**config.mk**
```make
export PLATFORM = sky130hd
export DESIGN_NAME = ppd_parallel_port
export DESIGN_NICKNAME = d
export VERILOG_FILES = /design/src/design/ppd_pkg.sv /design/src/design/ppd_parallel_port.sv
export SDC_FILE = /design/constraint.sdc
export NUM_CORES = 1
export LEC_CHECK = 0
export ABC_CLOCK_PERIOD_IN_PS = 4700
export BUFFER_PORTS_ARGS = -buffer_cell sky130_fd_sc_hd__clkbuf_2
export CORE_ASPECT_RATIO = 0.8
export CORE_UTILIZATION = 41
export CTS_BUF_LIST = sky130_fd_sc_hd__clkbuf_2
export CTS_CLUSTER_DIAMETER = 100
export DETAILED_ROUTE_END_ITERATION = 10
export PLACE_DENSITY = 0.82
export SLEW_MARGIN = 15
export SYNTH_ARGS = -nofsm -noshare
export SYNTH_HDL_FRONTEND = slang
export SYNTH_SLANG_ARGS = --single-unit
```
**constraint.sdc**
```tcl
create_clock -name i_sys_clk -period 4.7 [get_ports i_sys_clk]
set_clock_uncertainty 0.05 [all_clocks]
set_input_delay 0.94 -clock i_sys_clk [delete_from_list [all_inputs] [get_ports i_sys_clk]]
set_output_delay 0.94 -clock i_sys_clk [all_outputs]
set_load 0.01 [all_outputs]
```
**src/design/ppd_pkg.sv**
```systemverilog
package ppd_pkg;

  ////////////////////////////////////////////////////////////////////////////
  // Port widths
  localparam int PA_W  = 4;
  localparam int PD_W  = 7;
  localparam int PE_W  = 2;
  localparam int REG_W = 8;
  localparam int AV_AW = 5;
  localparam int AV_DW = 32;
  localparam int AV_BW = 4;

  ////////////////////////////////////////////////////////////////////////////
  // Register byte offsets
  localparam logic [AV_AW-1:0] OFF_PA_DATA = 5'h00;
  localparam logic [AV_AW-1:0] OFF_PA_DIR  = 5'h04;
  localparam logic [AV_AW-1:0] OFF_PA_PUE  = 5'h08;
  localparam logic [AV_AW-1:0] OFF_PD_PUE  = 5'h0c;
  localparam logic [AV_AW-1:0] OFF_PE_DATA = 5'h10;
  localparam logic [AV_AW-1:0] OFF_PE_DIR  = 5'h14;

  ////////////////////////////////////////////////////////////////////////////
  // Reset values of control fields (data latches have none)
  localparam logic [PA_W-1:0] RST_PA_DIR = 4'h0;
  localparam logic [PA_W-1:0] RST_PA_PUE = 4'h0;
  localparam logic [PD_W-1:0] RST_PD_PUE = 7'h00;
  localparam logic [PE_W-1:0] RST_PE_DIR = 2'h0;

  ////////////////////////////////////////////////////////////////////////////
  // Port E pin positions shared with the serial interface
  localparam int PE_TXD_BIT = 0;
  localparam int PE_RXD_BIT = 1;

  ////////////////////////////////////////////////////////////////////////////
  // Bus carriers and block state
  typedef struct packed {
    logic             read;
    logic             write;
    logic [AV_AW-1:0] address;
    logic [AV_DW-1:0] writedata;
    logic [AV_BW-1:0] byteenable;
  } ppd_av_req_t;

  typedef struct packed {
    logic             waitrequest;
    logic [AV_DW-1:0] readdata;
  } ppd_av_rsp_t;

  typedef struct packed {
    logic [PA_W-1:0]  pa_data;
    logic [PA_W-1:0]  pa_dir;
    logic [PA_W-1:0]  pa_pue;
    logic [PD_W-1:0]  pd_pue;
    logic [PE_W-1:0]  pe_data;
    logic [PE_W-1:0]  pe_dir;
    logic [PA_W-1:0]  pa_s1;
    logic [PA_W-1:0]  pa_s2;
    logic [PE_W-1:0]  pe_s1;
    logic [PE_W-1:0]  pe_s2;
    logic             rd_valid;
    logic [REG_W-1:0] rdata;
  } ppd_state_t;

endpackage : ppd_pkg

```
**src/design/ppd_parallel_port.sv**
```systemverilog
// Register access over Avalon-MM was left to the implementer.
`timescale 1ns/1ps
// How it works
// Reset leaves port A and port E data latches untouched.
// Port A driver is on when its direction bit is 1, off otherwise.
// Reset clears all four port A direction bits, pins become inputs.
// Port A read gives latch for outputs, sampled pin level for inputs.
// Data latches accept writes whatever the direction setting.
// Writing an input pin's latch only changes the stored latch value.
// Four port A pull-up bits; set pulls an input high, clear floats it.
// A pull-up is forced off while its pin is an output.
// Seven port D pull-up bits, active only while port D pin is input.
// Port E is two bits wide, both pins shared with the serial interface.
// Serial enable clear gives pins to port E; set gives them to serial.
// Port E direction bits never steer a pin the serial interface owns.
// Port E direction bits always choose latch or pin on read.
// Port E direction 1 drives the pin; reset clears both bits.
// Software should load the latch before turning a pin to output.
// Port A pins feed keyboard interrupt inputs when enabled there.
// Bits above each port's pin count read zero, writes ignored.
module ppd_parallel_port (
  // Clock and reset
  input  wire logic                       i_sys_clk,
  input  wire logic                       i_reset,
  // Avalon-MM slave
  input  wire ppd_pkg::ppd_av_req_t       i_avs_req,
  output ppd_pkg::ppd_av_rsp_t            o_avs_rsp,
  // Port A pins
  input  wire logic [ppd_pkg::PA_W-1:0]   i_pa_pin,
  output logic      [ppd_pkg::PA_W-1:0]   o_pa_out,
  output logic      [ppd_pkg::PA_W-1:0]   o_pa_oe_n,
  output logic      [ppd_pkg::PA_W-1:0]   o_pa_pullup,
  // Port D pull-up control
  input  wire logic [ppd_pkg::PD_W-1:0]   i_pd_dir,
  output logic      [ppd_pkg::PD_W-1:0]   o_pd_pullup,
  // Port E pins
  input  wire logic [ppd_pkg::PE_W-1:0]   i_pe_pin,
  output logic      [ppd_pkg::PE_W-1:0]   o_pe_out,
  output logic      [ppd_pkg::PE_W-1:0]   o_pe_oe_n,
  // Serial interface sharing
  input  wire logic                       i_serial_interface_enable,
  input  wire logic                       i_sci_txd,
  output logic                            o_sci_rxd,
  // Keyboard interrupt module
  input  wire logic [ppd_pkg::PA_W-1:0]   i_keyboard_interrupt_enables,
  output logic      [ppd_pkg::PA_W-1:0]   o_keyboard_inputs
);

  ////////////////////////////////////////////////////////////////////////////
  // Read-back select: latch where the pin drives, pin level where it listens
  function automatic logic [ppd_pkg::PA_W-1:0] read_mix(
    input logic [ppd_pkg::PA_W-1:0] latch,
    input logic [ppd_pkg::PA_W-1:0] pin,
    input logic [ppd_pkg::PA_W-1:0] dir
  );
    read_mix = (latch & dir) | (pin & ~dir);
  endfunction : read_mix

  ////////////////////////////////////////////////////////////////////////////
  // State
  ppd_pkg::ppd_state_t state_ff;
  ppd_pkg::ppd_state_t nxt_state;

  logic                       wr_lane0;
  logic                       rd_take;
  logic [ppd_pkg::REG_W-1:0]  wbyte;
  logic [ppd_pkg::REG_W-1:0]  rd_word;
  logic [ppd_pkg::PA_W-1:0]   pe_rd;
  logic                       serial_on;

  // Only byte lane 0 carries register data; other lanes are ignored
  assign wr_lane0  = i_avs_req.write & i_avs_req.byteenable[0];
  assign wbyte     = i_avs_req.writedata[ppd_pkg::REG_W-1:0];
  assign rd_take   = i_avs_req.read & ~state_ff.rd_valid;
  assign serial_on = i_serial_interface_enable;
  // Port E read uses its direction bits even under serial ownership
  assign pe_rd     = read_mix({2'h0, state_ff.pe_data},
                              {2'h0, state_ff.pe_s2},
                              {2'h0, state_ff.pe_dir});

  ////////////////////////////////////////////////////////////////////////////
  // Read decode, unmapped offsets return zero
  always_comb begin
    rd_word = 8'h00;
    case (i_avs_req.address)
      ppd_pkg::OFF_PA_DATA: begin
        rd_word = {4'h0, read_mix(state_ff.pa_data, state_ff.pa_s2,
                                  state_ff.pa_dir)};
      end
      ppd_pkg::OFF_PA_DIR: begin
        rd_word = {4'h0, state_ff.pa_dir};
      end
      ppd_pkg::OFF_PA_PUE: begin
        rd_word = {4'h0, state_ff.pa_pue};
      end
      ppd_pkg::OFF_PD_PUE: begin
        rd_word = {1'b0, state_ff.pd_pue};
      end
      ppd_pkg::OFF_PE_DATA: begin
        rd_word = {6'h00, pe_rd[ppd_pkg::PE_W-1:0]};
      end
      ppd_pkg::OFF_PE_DIR: begin
        rd_word = {6'h00, state_ff.pe_dir};
      end
      default: begin
        rd_word = 8'h00;
      end
    endcase
  end

  ////////////////////////////////////////////////////////////////////////////
  // Next state: writes, synchronisers, read pipeline, reset
  always_comb begin
    nxt_state = state_ff;
    // Two-stage synchronisers for the pin levels
    nxt_state.pa_s1 = i_pa_pin;
    nxt_state.pa_s2 = state_ff.pa_s1;
    nxt_state.pe_s1 = i_pe_pin;
    nxt_state.pe_s2 = state_ff.pe_s1;
    // One wait cycle per read so read data come from a flop
    nxt_state.rd_valid = rd_take;
    if (rd_take) begin
      nxt_state.rdata = rd_word;
    end
    // Writes land at the edge where waitrequest is low (always, for writes)
    if (wr_lane0) begin
      case (i_avs_req.address)
        ppd_pkg::OFF_PA_DATA: begin
          nxt_state.pa_data = wbyte[ppd_pkg::PA_W-1:0];
        end
        ppd_pkg::OFF_PA_DIR: begin
          nxt_state.pa_dir = wbyte[ppd_pkg::PA_W-1:0];
        end
        ppd_pkg::OFF_PA_PUE: begin
          nxt_state.pa_pue = wbyte[ppd_pkg::PA_W-1:0];
        end
        ppd_pkg::OFF_PD_PUE: begin
          nxt_state.pd_pue = wbyte[ppd_pkg::PD_W-1:0];
        end
        ppd_pkg::OFF_PE_DATA: begin
          nxt_state.pe_data = wbyte[ppd_pkg::PE_W-1:0];
        end
        ppd_pkg::OFF_PE_DIR: begin
          nxt_state.pe_dir = wbyte[ppd_pkg::PE_W-1:0];
        end
        default: begin
          nxt_state.rd_valid = rd_take;
        end
      endcase
    end
    // Reset clears control and the read pipeline; data latches keep whatever they held
    if (i_reset) begin
      nxt_state.pa_dir   = ppd_pkg::RST_PA_DIR;
      nxt_state.pe_dir   = ppd_pkg::RST_PE_DIR;
      nxt_state.pa_pue   = ppd_pkg::RST_PA_PUE;
      nxt_state.pd_pue   = ppd_pkg::RST_PD_PUE;
      nxt_state.rd_valid = 1'b0;
      nxt_state.rdata    = 8'h00;
    end
  end

  ////////////////////////////////////////////////////////////////////////////
  // State register
  always_ff @(posedge i_sys_clk) begin
    state_ff <= nxt_state;
  end

  ////////////////////////////////////////////////////////////////////////////
  // Bus answer: writes complete at once, reads after one wait cycle
  assign o_avs_rsp.waitrequest = i_avs_req.read & ~state_ff.rd_valid;
  assign o_avs_rsp.readdata    = {24'h000000, state_ff.rdata};

  ////////////////////////////////////////////////////////////////////////////
  // Port A pad control; loading the latch first avoids a glitch on turn-on
  assign o_pa_out    = state_ff.pa_data;
  assign o_pa_oe_n   = ~state_ff.pa_dir;
  assign o_pa_pullup = state_ff.pa_pue & ~state_ff.pa_dir;

  ////////////////////////////////////////////////////////////////////////////
  // Port D pull-ups follow the port D direction from the port D logic
  assign o_pd_pullup = state_ff.pd_pue & ~i_pd_dir;

  ////////////////////////////////////////////////////////////////////////////
  // Port E pads; serial ownership overrides the direction bits
  always_comb begin
    o_pe_out  = state_ff.pe_data;
    o_pe_oe_n = ~state_ff.pe_dir;
    if (serial_on) begin
      o_pe_out[ppd_pkg::PE_TXD_BIT]  = i_sci_txd;
      o_pe_oe_n[ppd_pkg::PE_TXD_BIT] = 1'b0;
      o_pe_out[ppd_pkg::PE_RXD_BIT]  = 1'b0;
      o_pe_oe_n[ppd_pkg::PE_RXD_BIT] = 1'b1;
    end
  end

  // Receive line idles high while the serial interface is off
  assign o_sci_rxd = serial_on ? state_ff.pe_s2[ppd_pkg::PE_RXD_BIT]
                               : 1'b1;

  ////////////////////////////////////////////////////////////////////////////
  // Keyboard inputs: synchronised pin levels, gated by the enables
  assign o_keyboard_inputs = state_ff.pa_s2 &
                             i_keyboard_interrupt_enables;

endmodule : ppd_parallel_port

```
==> impl_metrics.ini, run 1 <==
[timing]
hold_ws_ns = 0.2970
worst_pin_slew_ns = 0.9197
setup_ws_ns = 2.150
slew_violations = 0
rsz0062_at_grt = no
period_share_pct = 54.25
setup_tns_ns = 0
max_slew_margin_pct = 38.12
max_freq_mhz = 392.2
period_needed_ns = 2.550
hold_viol = 0
setup_viol = 0

[power]
total_power_uw = 649.8
p_leak_nw = 1.001
ir_drop_mv = 0.1390
p_per_area_nw_per_um2 = 281.2

[final_layout]
multi_input_area_um2 = 868.3
final_nets = 335
num_antenna_cells = 0
n_fill_cell = 456
design_area_um2 = 2311
final_core_util_pct = 49.39
drive_above_1_share_pct = 30.88
register_area_um2 = 920.9
area_growth_pct = 13.94
final_cells = 332

[global_route]
grt_pass1_vias = 1306
track_usage_pct = 15.73
grt_max_degree = 26
grt_overflow = 0
grt_pass1_wl_um = 6161
antenna_found_initial = 0

[synthesis]
yosys-top-cells-area = dfxtp_1, buf_4, edfxtp_1
synth_edf_count = 6
synth_area_um2 = 2028
synth_flop_cell = dfxtp_1
synth_common_cells = buf_4, dfxtp_1, nor2_1
synth_warnings = 0
synth_seq_area_share_pct = 45.40
synthCells = 212
synth.avg_cell_area_um2 = 9.567
synthDistinctLibCells = 33
async_flop_share_pct = 0
ys_ff_latch = 43
synth_top_area_share_pct = 36.52
yosysTopAreaCell = dfxtp_1

[critical_path]
slowest_delay_ns = 0.20
cp.depth = 4
crit_chain = clkbuf_2, nand2b_1, inv_1, clkbuf_2
worstSetupPathType = input port to output port
r2r_start = state_ff[8]$_SDFF_PP0_
slowest_stage = nand2b_1
crit_buf_inv = 3
arrival_ns = 1.56
r2r_slack_ns = 3.26
rr_endpoint = o_avs_rsp[3]$_SDFFE_PP0P_
critPathLaunch = i_avs_req[42]
critical-path-top-delay-family = buffers and inverters
end_kind = output port
worstPathMaxFanout = 7
startpoint_type = input port
rr_worst_depth = 5
cp_common_cell = clkbuf_2
cp.required_ns = 3.71
crit_end = o_avs_rsp[32]

[outcome]
status = finished clean

[clock_network]
clk_pin_slew_worst_paths_ns = 0.19
htree_levels = 2
cts_tree = built
root_buffer = clkbuf_2
clock_latency_ns = 0.38
postCtsSetupRepairBufs = 0
clock-sinks = 43
hold_buffers = 0
cts_resized = 0
cts_buffer_depth = 2
numCtsBuffers = 5

[floorplan]
die_w_um = 80.64
start_util_pct = 43.34
dieArea_um2 = 5234
die_y_um = 64.91
num_rows = 22
ioPinCount = 125
core_um2 = 4679

[placement]
placed_cells = 324
dpl.hpwl_um = 3122
port_buffers = 71
dp_slack_ns = 1.799
placed_area_um2 = 2246
place_congestion = 0.7608

[route]
drc_errors = 0
drt-vias-per-instance = 4.575
drt_iter0_drc = 46
vias = 1519
wl_per_cell_um = 12.04
postRouteAntennaNets = 0
drt_first_pass_iters = 4
routed_wl_um = 3998

[hold_path]
min_path_type = flip-flop to flip-flop
min-delay-start = nxt_state[16]$_DFF_P_

[flow_run]
drv_cap = 0
## worst reg2reg max path, cell delays in order, from the launching register on
cell and delay (ns):
dfxtp_1 0.34, nand2b_1 0.24, inv_1 0.22, nand2_1 0.13, nor3_1 0.25, a22o_1 0.17
## where the power goes
part | leakage (nW) | internal [mW] | switching (mW) | total [mW]
logic | 0.601 | 0.0216 | 0.0398 | 0.0614
registers | 0.357 | 0.380 | 0.00252 | 0.383
clock network | 0.0432 | 0.0949 | 0.111 | 0.206
total | 1.00 | 0.496 | 0.153 | 0.650
## flip-flops by register name, summed over array words and instances, names as in the netlist
register and cells:
nxt_state 6, o_avs_rsp 7, o_pa_out 4, state_ff 26
## final cells by class
cell class                 instances  area share [%]
clock buffer                       7           1.516
clock inverter                     1           1.299
inverter                           7           1.137
multi-input combinational        143           37.57
sequential                        43           39.85
tap                               60           3.249
timing repair buffer              71           15.38
## worst min-delay path by stage
stage                                 to  slack (ns)  depth (start not counted)
global route        state_ff[15]$_DFF_P_        0.31                          0
CTS                 state_ff[10]$_DFF_P_        0.30                          0
global placement    state_ff[13]$_DFF_P_        0.26                          0
finish              state_ff[16]$_DFF_P_        0.30                          0
detailed placement  state_ff[10]$_DFF_P_        0.26                          0
floorplan           state_ff[10]$_DFF_P_        0.26                          0
## cells by family (layout without fill, tap and decap cells)
group | count (synthesis) | count (layout) | synth area share [%]
other cells | 1 | 25 | 0.1849
buf+inv | 50 | 86 | 16.22
simple gates | 76 | 76 | 20.73
flops | 43 | 43 | 45.40
compound gates | 24 | 24 | 8.513
mux | 18 | 18 | 8.945
## routing by layer
layer | vias up | share of wire [%] | track usage, %
met2 | 63 | 44 | 24.15
li1 | 775 | - | -
met1 | 677 | 49 | 21.70
met3 | 4 | 6.3 | 4.225
met4 | 0 | 0.48 | 4.018
met5 | - | 0 | 0
## cell usage in the layout, fill, tap and decap left out, types with 3 or more instances in the layout
cell type / instances
a21oi_1: 3
a22oi_1: 4
and2_1: 4
clkbuf_2: 78
conb_1: 25
dfxtp_1: 37
edfxtp_1: 6
inv_1: 7
mux2i_1: 17
nand2_1: 9
nand2b_1: 4
nand3_1: 5
nor2_1: 24
nor2b_1: 14
nor3_1: 5
o211ai_1: 4
or3_1: 3
(Power assumes the default switching activity.)
==> run 2: changes to the inputs <==
ABC_CLOCK_PERIOD_IN_PS = 2350   (was 4700)
clock period = 2.35 ns   (was 4.7 ns; I/O delays follow)
==> run 2 against run 1 <==
First-iteration DRC count rose by 67%. Total power rose by 100%. Global-route usage rose by 0.060 points. Count of clock-buffer cells in the layout did not move. Critical endpoint unchanged. Sequential power rose by 100%.
==> impl_metrics.ini, run 2 (synthesized netlist as in run 1, its figures left out) <==
[global_route]
use_met2_pct = 25.21
grt_pass1_wl_um = 6196
busiest_layer = met2
antenna_found_initial = 0
use_met1_pct = 20.31
grt_overflow = 0
grt_max_degree = 26
use_met3_pct = 4.930
grt_pass1_vias = 1364
track_usage_pct = 15.79

[critical_path]
startpoint_type = flip-flop
worstPathMaxFanout = 7
worstSetupPathType = flip-flop to output port
end_kind = output port
arrival_ns = 1.34
cp.required_ns = 1.83

[timing]
max_slew_margin_pct = 64.95
slew_violations = 0
setup_ws_ns = 0.4867
period_share_pct = 79.29
worst_pin_slew_ns = 0.5210
hold_viol = 0
rsz0062_at_grt = no
setup_tns_ns = 0
max_freq_mhz = 536.7
period_needed_ns = 1.863
hold_ws_ns = 0.1044
setup_viol = 0

[placement]
place_congestion = 0.7511
dpl.hpwl_um = 3170
dp_slack_ns = 0.1458
port_buffers = 71
placed_area_um2 = 2261

[final_layout]
design_area_um2 = 2326
regMostFlops = state_ff
area_growth_pct = 14.68
drive_above_1_share_pct = 31.39
n_fill_cell = 459
num_antenna_cells = 0
final_common_cell = clkbuf_2
final_cell_mix = clkbuf_2, dfxtp_1, conb_1, nor2_1, mux2i_1
largest_reg_flops = 26
final_nets = 337

[hold_path]
min_path_type = input port to flip-flop

[route]
vias = 1531
postRouteAntennaNets = 0
drt_first_pass_iters = 4
drt-vias-per-instance = 4.584
drc_errors = 0
drt_iter0_drc = 77
routed_wl_um = 3941
wl_per_cell_um = 11.80

[floorplan]
die_y_um = 64.91
dieArea_um2 = 5234
start_util_pct = 43.34
ioPinCount = 125
die_w_um = 80.64
num_rows = 22
core_um2 = 4679

[power]
p_per_area_nw_per_um2 = 557.9
p_leak_nw = 1.012
ir_drop_mv = 0.2757

[clock_network]
cts_tree = built
root_buffer = clkbuf_2
clock-sinks = 43
clock_latency_ns = 0.39
postCtsSetupRepairBufs = 0
htree_levels = 2
cts_buffer_depth = 2
hold_buffers = 0
cts_resized = 0
clk_pin_slew_worst_paths_ns = 0.21
numCtsBuffers = 5

[outcome]
status = finished clean

[flow_run]
drv_cap = 0
==> run 2: cell types whose count changed in the layout (fill, tap and decap cells not counted) <==
| cell | change |
|---|---|
| buf_4 | +2 |
==> run 2: worst max-delay path, stage by stage (launching register included) <==
cell and delay, ns:
dfxtp_1 0.34, nand2b_1 0.23, inv_1 0.22, clkbuf_2 0.17
==> run 2: worst paths after layout <==
kind	depth (start not counted)	slack (ns)	end	start
hold / removal	1	0.10	nxt_state[13]$_DFF_P_	i_pa_pin[0]
setup reg to reg	5	0.93	o_avs_rsp[2]$_SDFFE_PP0P_	state_ff[8]$_SDFF_PP0_
hold reg to reg	0	0.30	state_ff[16]$_DFF_P_	nxt_state[16]$_DFF_P_
setup / recovery	3	0.49	o_avs_rsp[32]	state_ff[8]$_SDFF_PP0_
==> run 2: area by class of cell <==
class                           instances  area (um2)  share of cell area [%]
Sequential cell                        43       920.9                   39.59
Clock inverter                          1       30.03                   1.291
Timing Repair Buffer                   73       370.4                   15.92
Multi-Input combinational cell        143       868.3                   37.33
Clock buffer                            7       35.03                   1.506
Inverter                                7       26.28                   1.130
Tap cell                               60       75.07                   3.228
==> run 2: where the power goes <==
part           switching, mW  total, mW  internal [mW]
clock                  0.221      0.410          0.190
sequential           0.00510      0.765          0.760
combinational         0.0790      0.122         0.0435
==> run 2: through the flow <==
step | std cells | util [%] | power, mW
3_5_place_dp | 326 | 48.32 | 0.9026
2_1_floorplan | 236 | - | 0.8808
6_report | 334 | 49.71 | 1.298
3_3_place_gp | 326 | 48.32 | 0.8997
4_1_cts | 334 | 49.71 | 1.313
5_1_grt | 334 | 49.71 | 1.353
==> run 2: routing by layer <==
metal | up-vias | wire, um
met5 | - | 0
met4 | 0 | 36
met3 | 4 | 272
met2 | 61 | 1804
met1 | 683 | 1828
li1 | 783 | -
==> run 3: changes to the inputs <==
ABC_CLOCK_PERIOD_IN_PS = 1950   (was 2350)
clock period = 1.95 ns   (was 2.35 ns; I/O delays follow)
==> run 3 against run 2 <==
Hold slack lost 0.056 ns. Die area is the same. Total power grew 21%. Largest cell class unchanged.
==> impl_metrics.ini, run 3 (synthesized netlist as in run 1, its figures left out) <==
[outcome]
status = finished clean

[floorplan]
dieArea_um2 = 5234
core_um2 = 4679
die_y_um = 64.91
start_util_pct = 43.34
die_w_um = 80.64
num_rows = 22
ioPinCount = 125

[route]
drt_iter0_drc = 69
vias = 1564
drc_errors = 0
wl_per_cell_um = 12.08
drt-vias-per-instance = 4.573
routed_wl_um = 4133
postRouteAntennaNets = 0
drt_first_pass_iters = 4

[global_route]
grt_pass1_wl_um = 6251
grt_max_degree = 26
antenna_found_initial = 0
track_usage_pct = 15.99
grt_overflow = 0
grt_pass1_vias = 1343

[critical_path]
end_kind = output port
worstSetupPathType = flip-flop to output port
startpoint_type = flip-flop
crit_chain = nand2b_1, inv_1, clkbuf_2
cp.required_ns = 1.51
arrival_ns = 1.32
slowest_delay_ns = 0.34
slowest_stage = dfxtp_1
worstPathMaxFanout = 7
r2r_slack_ns = 0.57

[power]
p_leak_nw = 1.047
ir_drop_mv = 0.4806
total_power_mw = 1.569
p_per_area_nw_per_um2 = 650.9

[placement]
dp_slack_ns = -0.1150
dpl.hpwl_um = 3186
place_congestion = 0.7505
port_buffers = 71

[flow_run]
drv_cap = 0

[final_layout]
area_growth_pct = 18.82
final_common_cell = clkbuf_2
final_cell_mix = clkbuf_2, dfxtp_1, conb_1, nor2_1, mux2i_1
drive_above_1_share_pct = 31.21
regMostFlops = state_ff
num_antenna_cells = 0
largest_reg_flops = 26
final_nets = 345

[hold_path]
min_path_type = input port to flip-flop

[timing]
period_needed_ns = 1.763
period_share_pct = 90.42
slew_violations = 0
rsz0062_at_grt = no
hold_viol = 0
max_freq_mhz = 567.1
setup_viol = 0
setup_ws_ns = 0.1868

[clock_network]
numCtsBuffers = 5
clock-sinks = 43
cts_resized = 0
cts_tree = built
clock_latency_ns = 0.39
root_buffer = clkbuf_2
htree_levels = 2
clk_pin_slew_worst_paths_ns = 0.20
postCtsSetupRepairBufs = 0
hold_buffers = 1
cts_buffer_depth = 2
## run 3: cell types whose count changed in the layout (fill, tap and decap cells not counted), sizes merged
cell         before  now
clkbuf           78   76
buf               2    5
dlygate4sd3       0    5
clkinv            0    2
## run 3: final cells by class
type | instances | area [um2]
clock inverter | 3 | 38.79
multi-input combinational | 143 | 868.3
timing repair buffer | 81 | 455.4
inverter | 7 | 26.28
tap | 60 | 75.07
sequential | 43 | 920.9
clock buffer | 5 | 25.02
fill | 447 | 2270
## run 3: worst max-delay path, delay by kind of cell, from the launching register on
| kind | cells | cell delay [ns] |
|---|---|---|
| buf+inv | 2 | 0.38 |
| flops | 1 | 0.34 |
| simple gates | 1 | 0.22 |
## run 3: layer usage
layer	routed length, um	share of wire (%)	vias up	global-route usage, %
li1	-	-	803	-
met2	1900	46	68	24.58
met4	34	0.82	0	4.018
met5	0	0	-	0
met1	1929	47	688	22.04
met3	269	6.5	5	4.366
## run 3: metrics by stage
stage	util, %	cells	setup TNS [ns]	hold slack, ns	instance area, um2
after CTS	50.64	338	0	0.0002225	2370
final	51.50	342	0	0.04860	2410
after global routing	51.50	342	0	0.01941	2410
after global placement	49.06	329	-0.5101	0.2606	2296
after floorplan	-	236	0	0.2596	2118
after detailed placement	49.06	329	-0.4522	0.2643	2296
## run 3: final timing paths
path,startpoint,end,depth (start not counted)
worst max register to register,state_ff[37]$_SDFFE_PP0P_,o_avs_rsp[1]$_SDFFE_PP0P_,4
worst min register to register,nxt_state[15]$_DFF_P_,state_ff[15]$_DFF_P_,0
worst max-delay path,state_ff[8]$_SDFF_PP0_,o_avs_rsp[32],3
worst min-delay path,i_pa_pin[2],nxt_state[15]$_DFF_P_,1
## run 3: report_power, final
part / switching, mW / total (mW) / leakage, nW / internal, mW
clock network: 0.275 / 0.486 / 0.0404 / 0.211
logic: 0.0984 / 0.160 / 0.650 / 0.0620
registers: 0.00630 / 0.922 / 0.357 / 0.916
total: 0.379 / 1.57 / 1.05 / 1.19
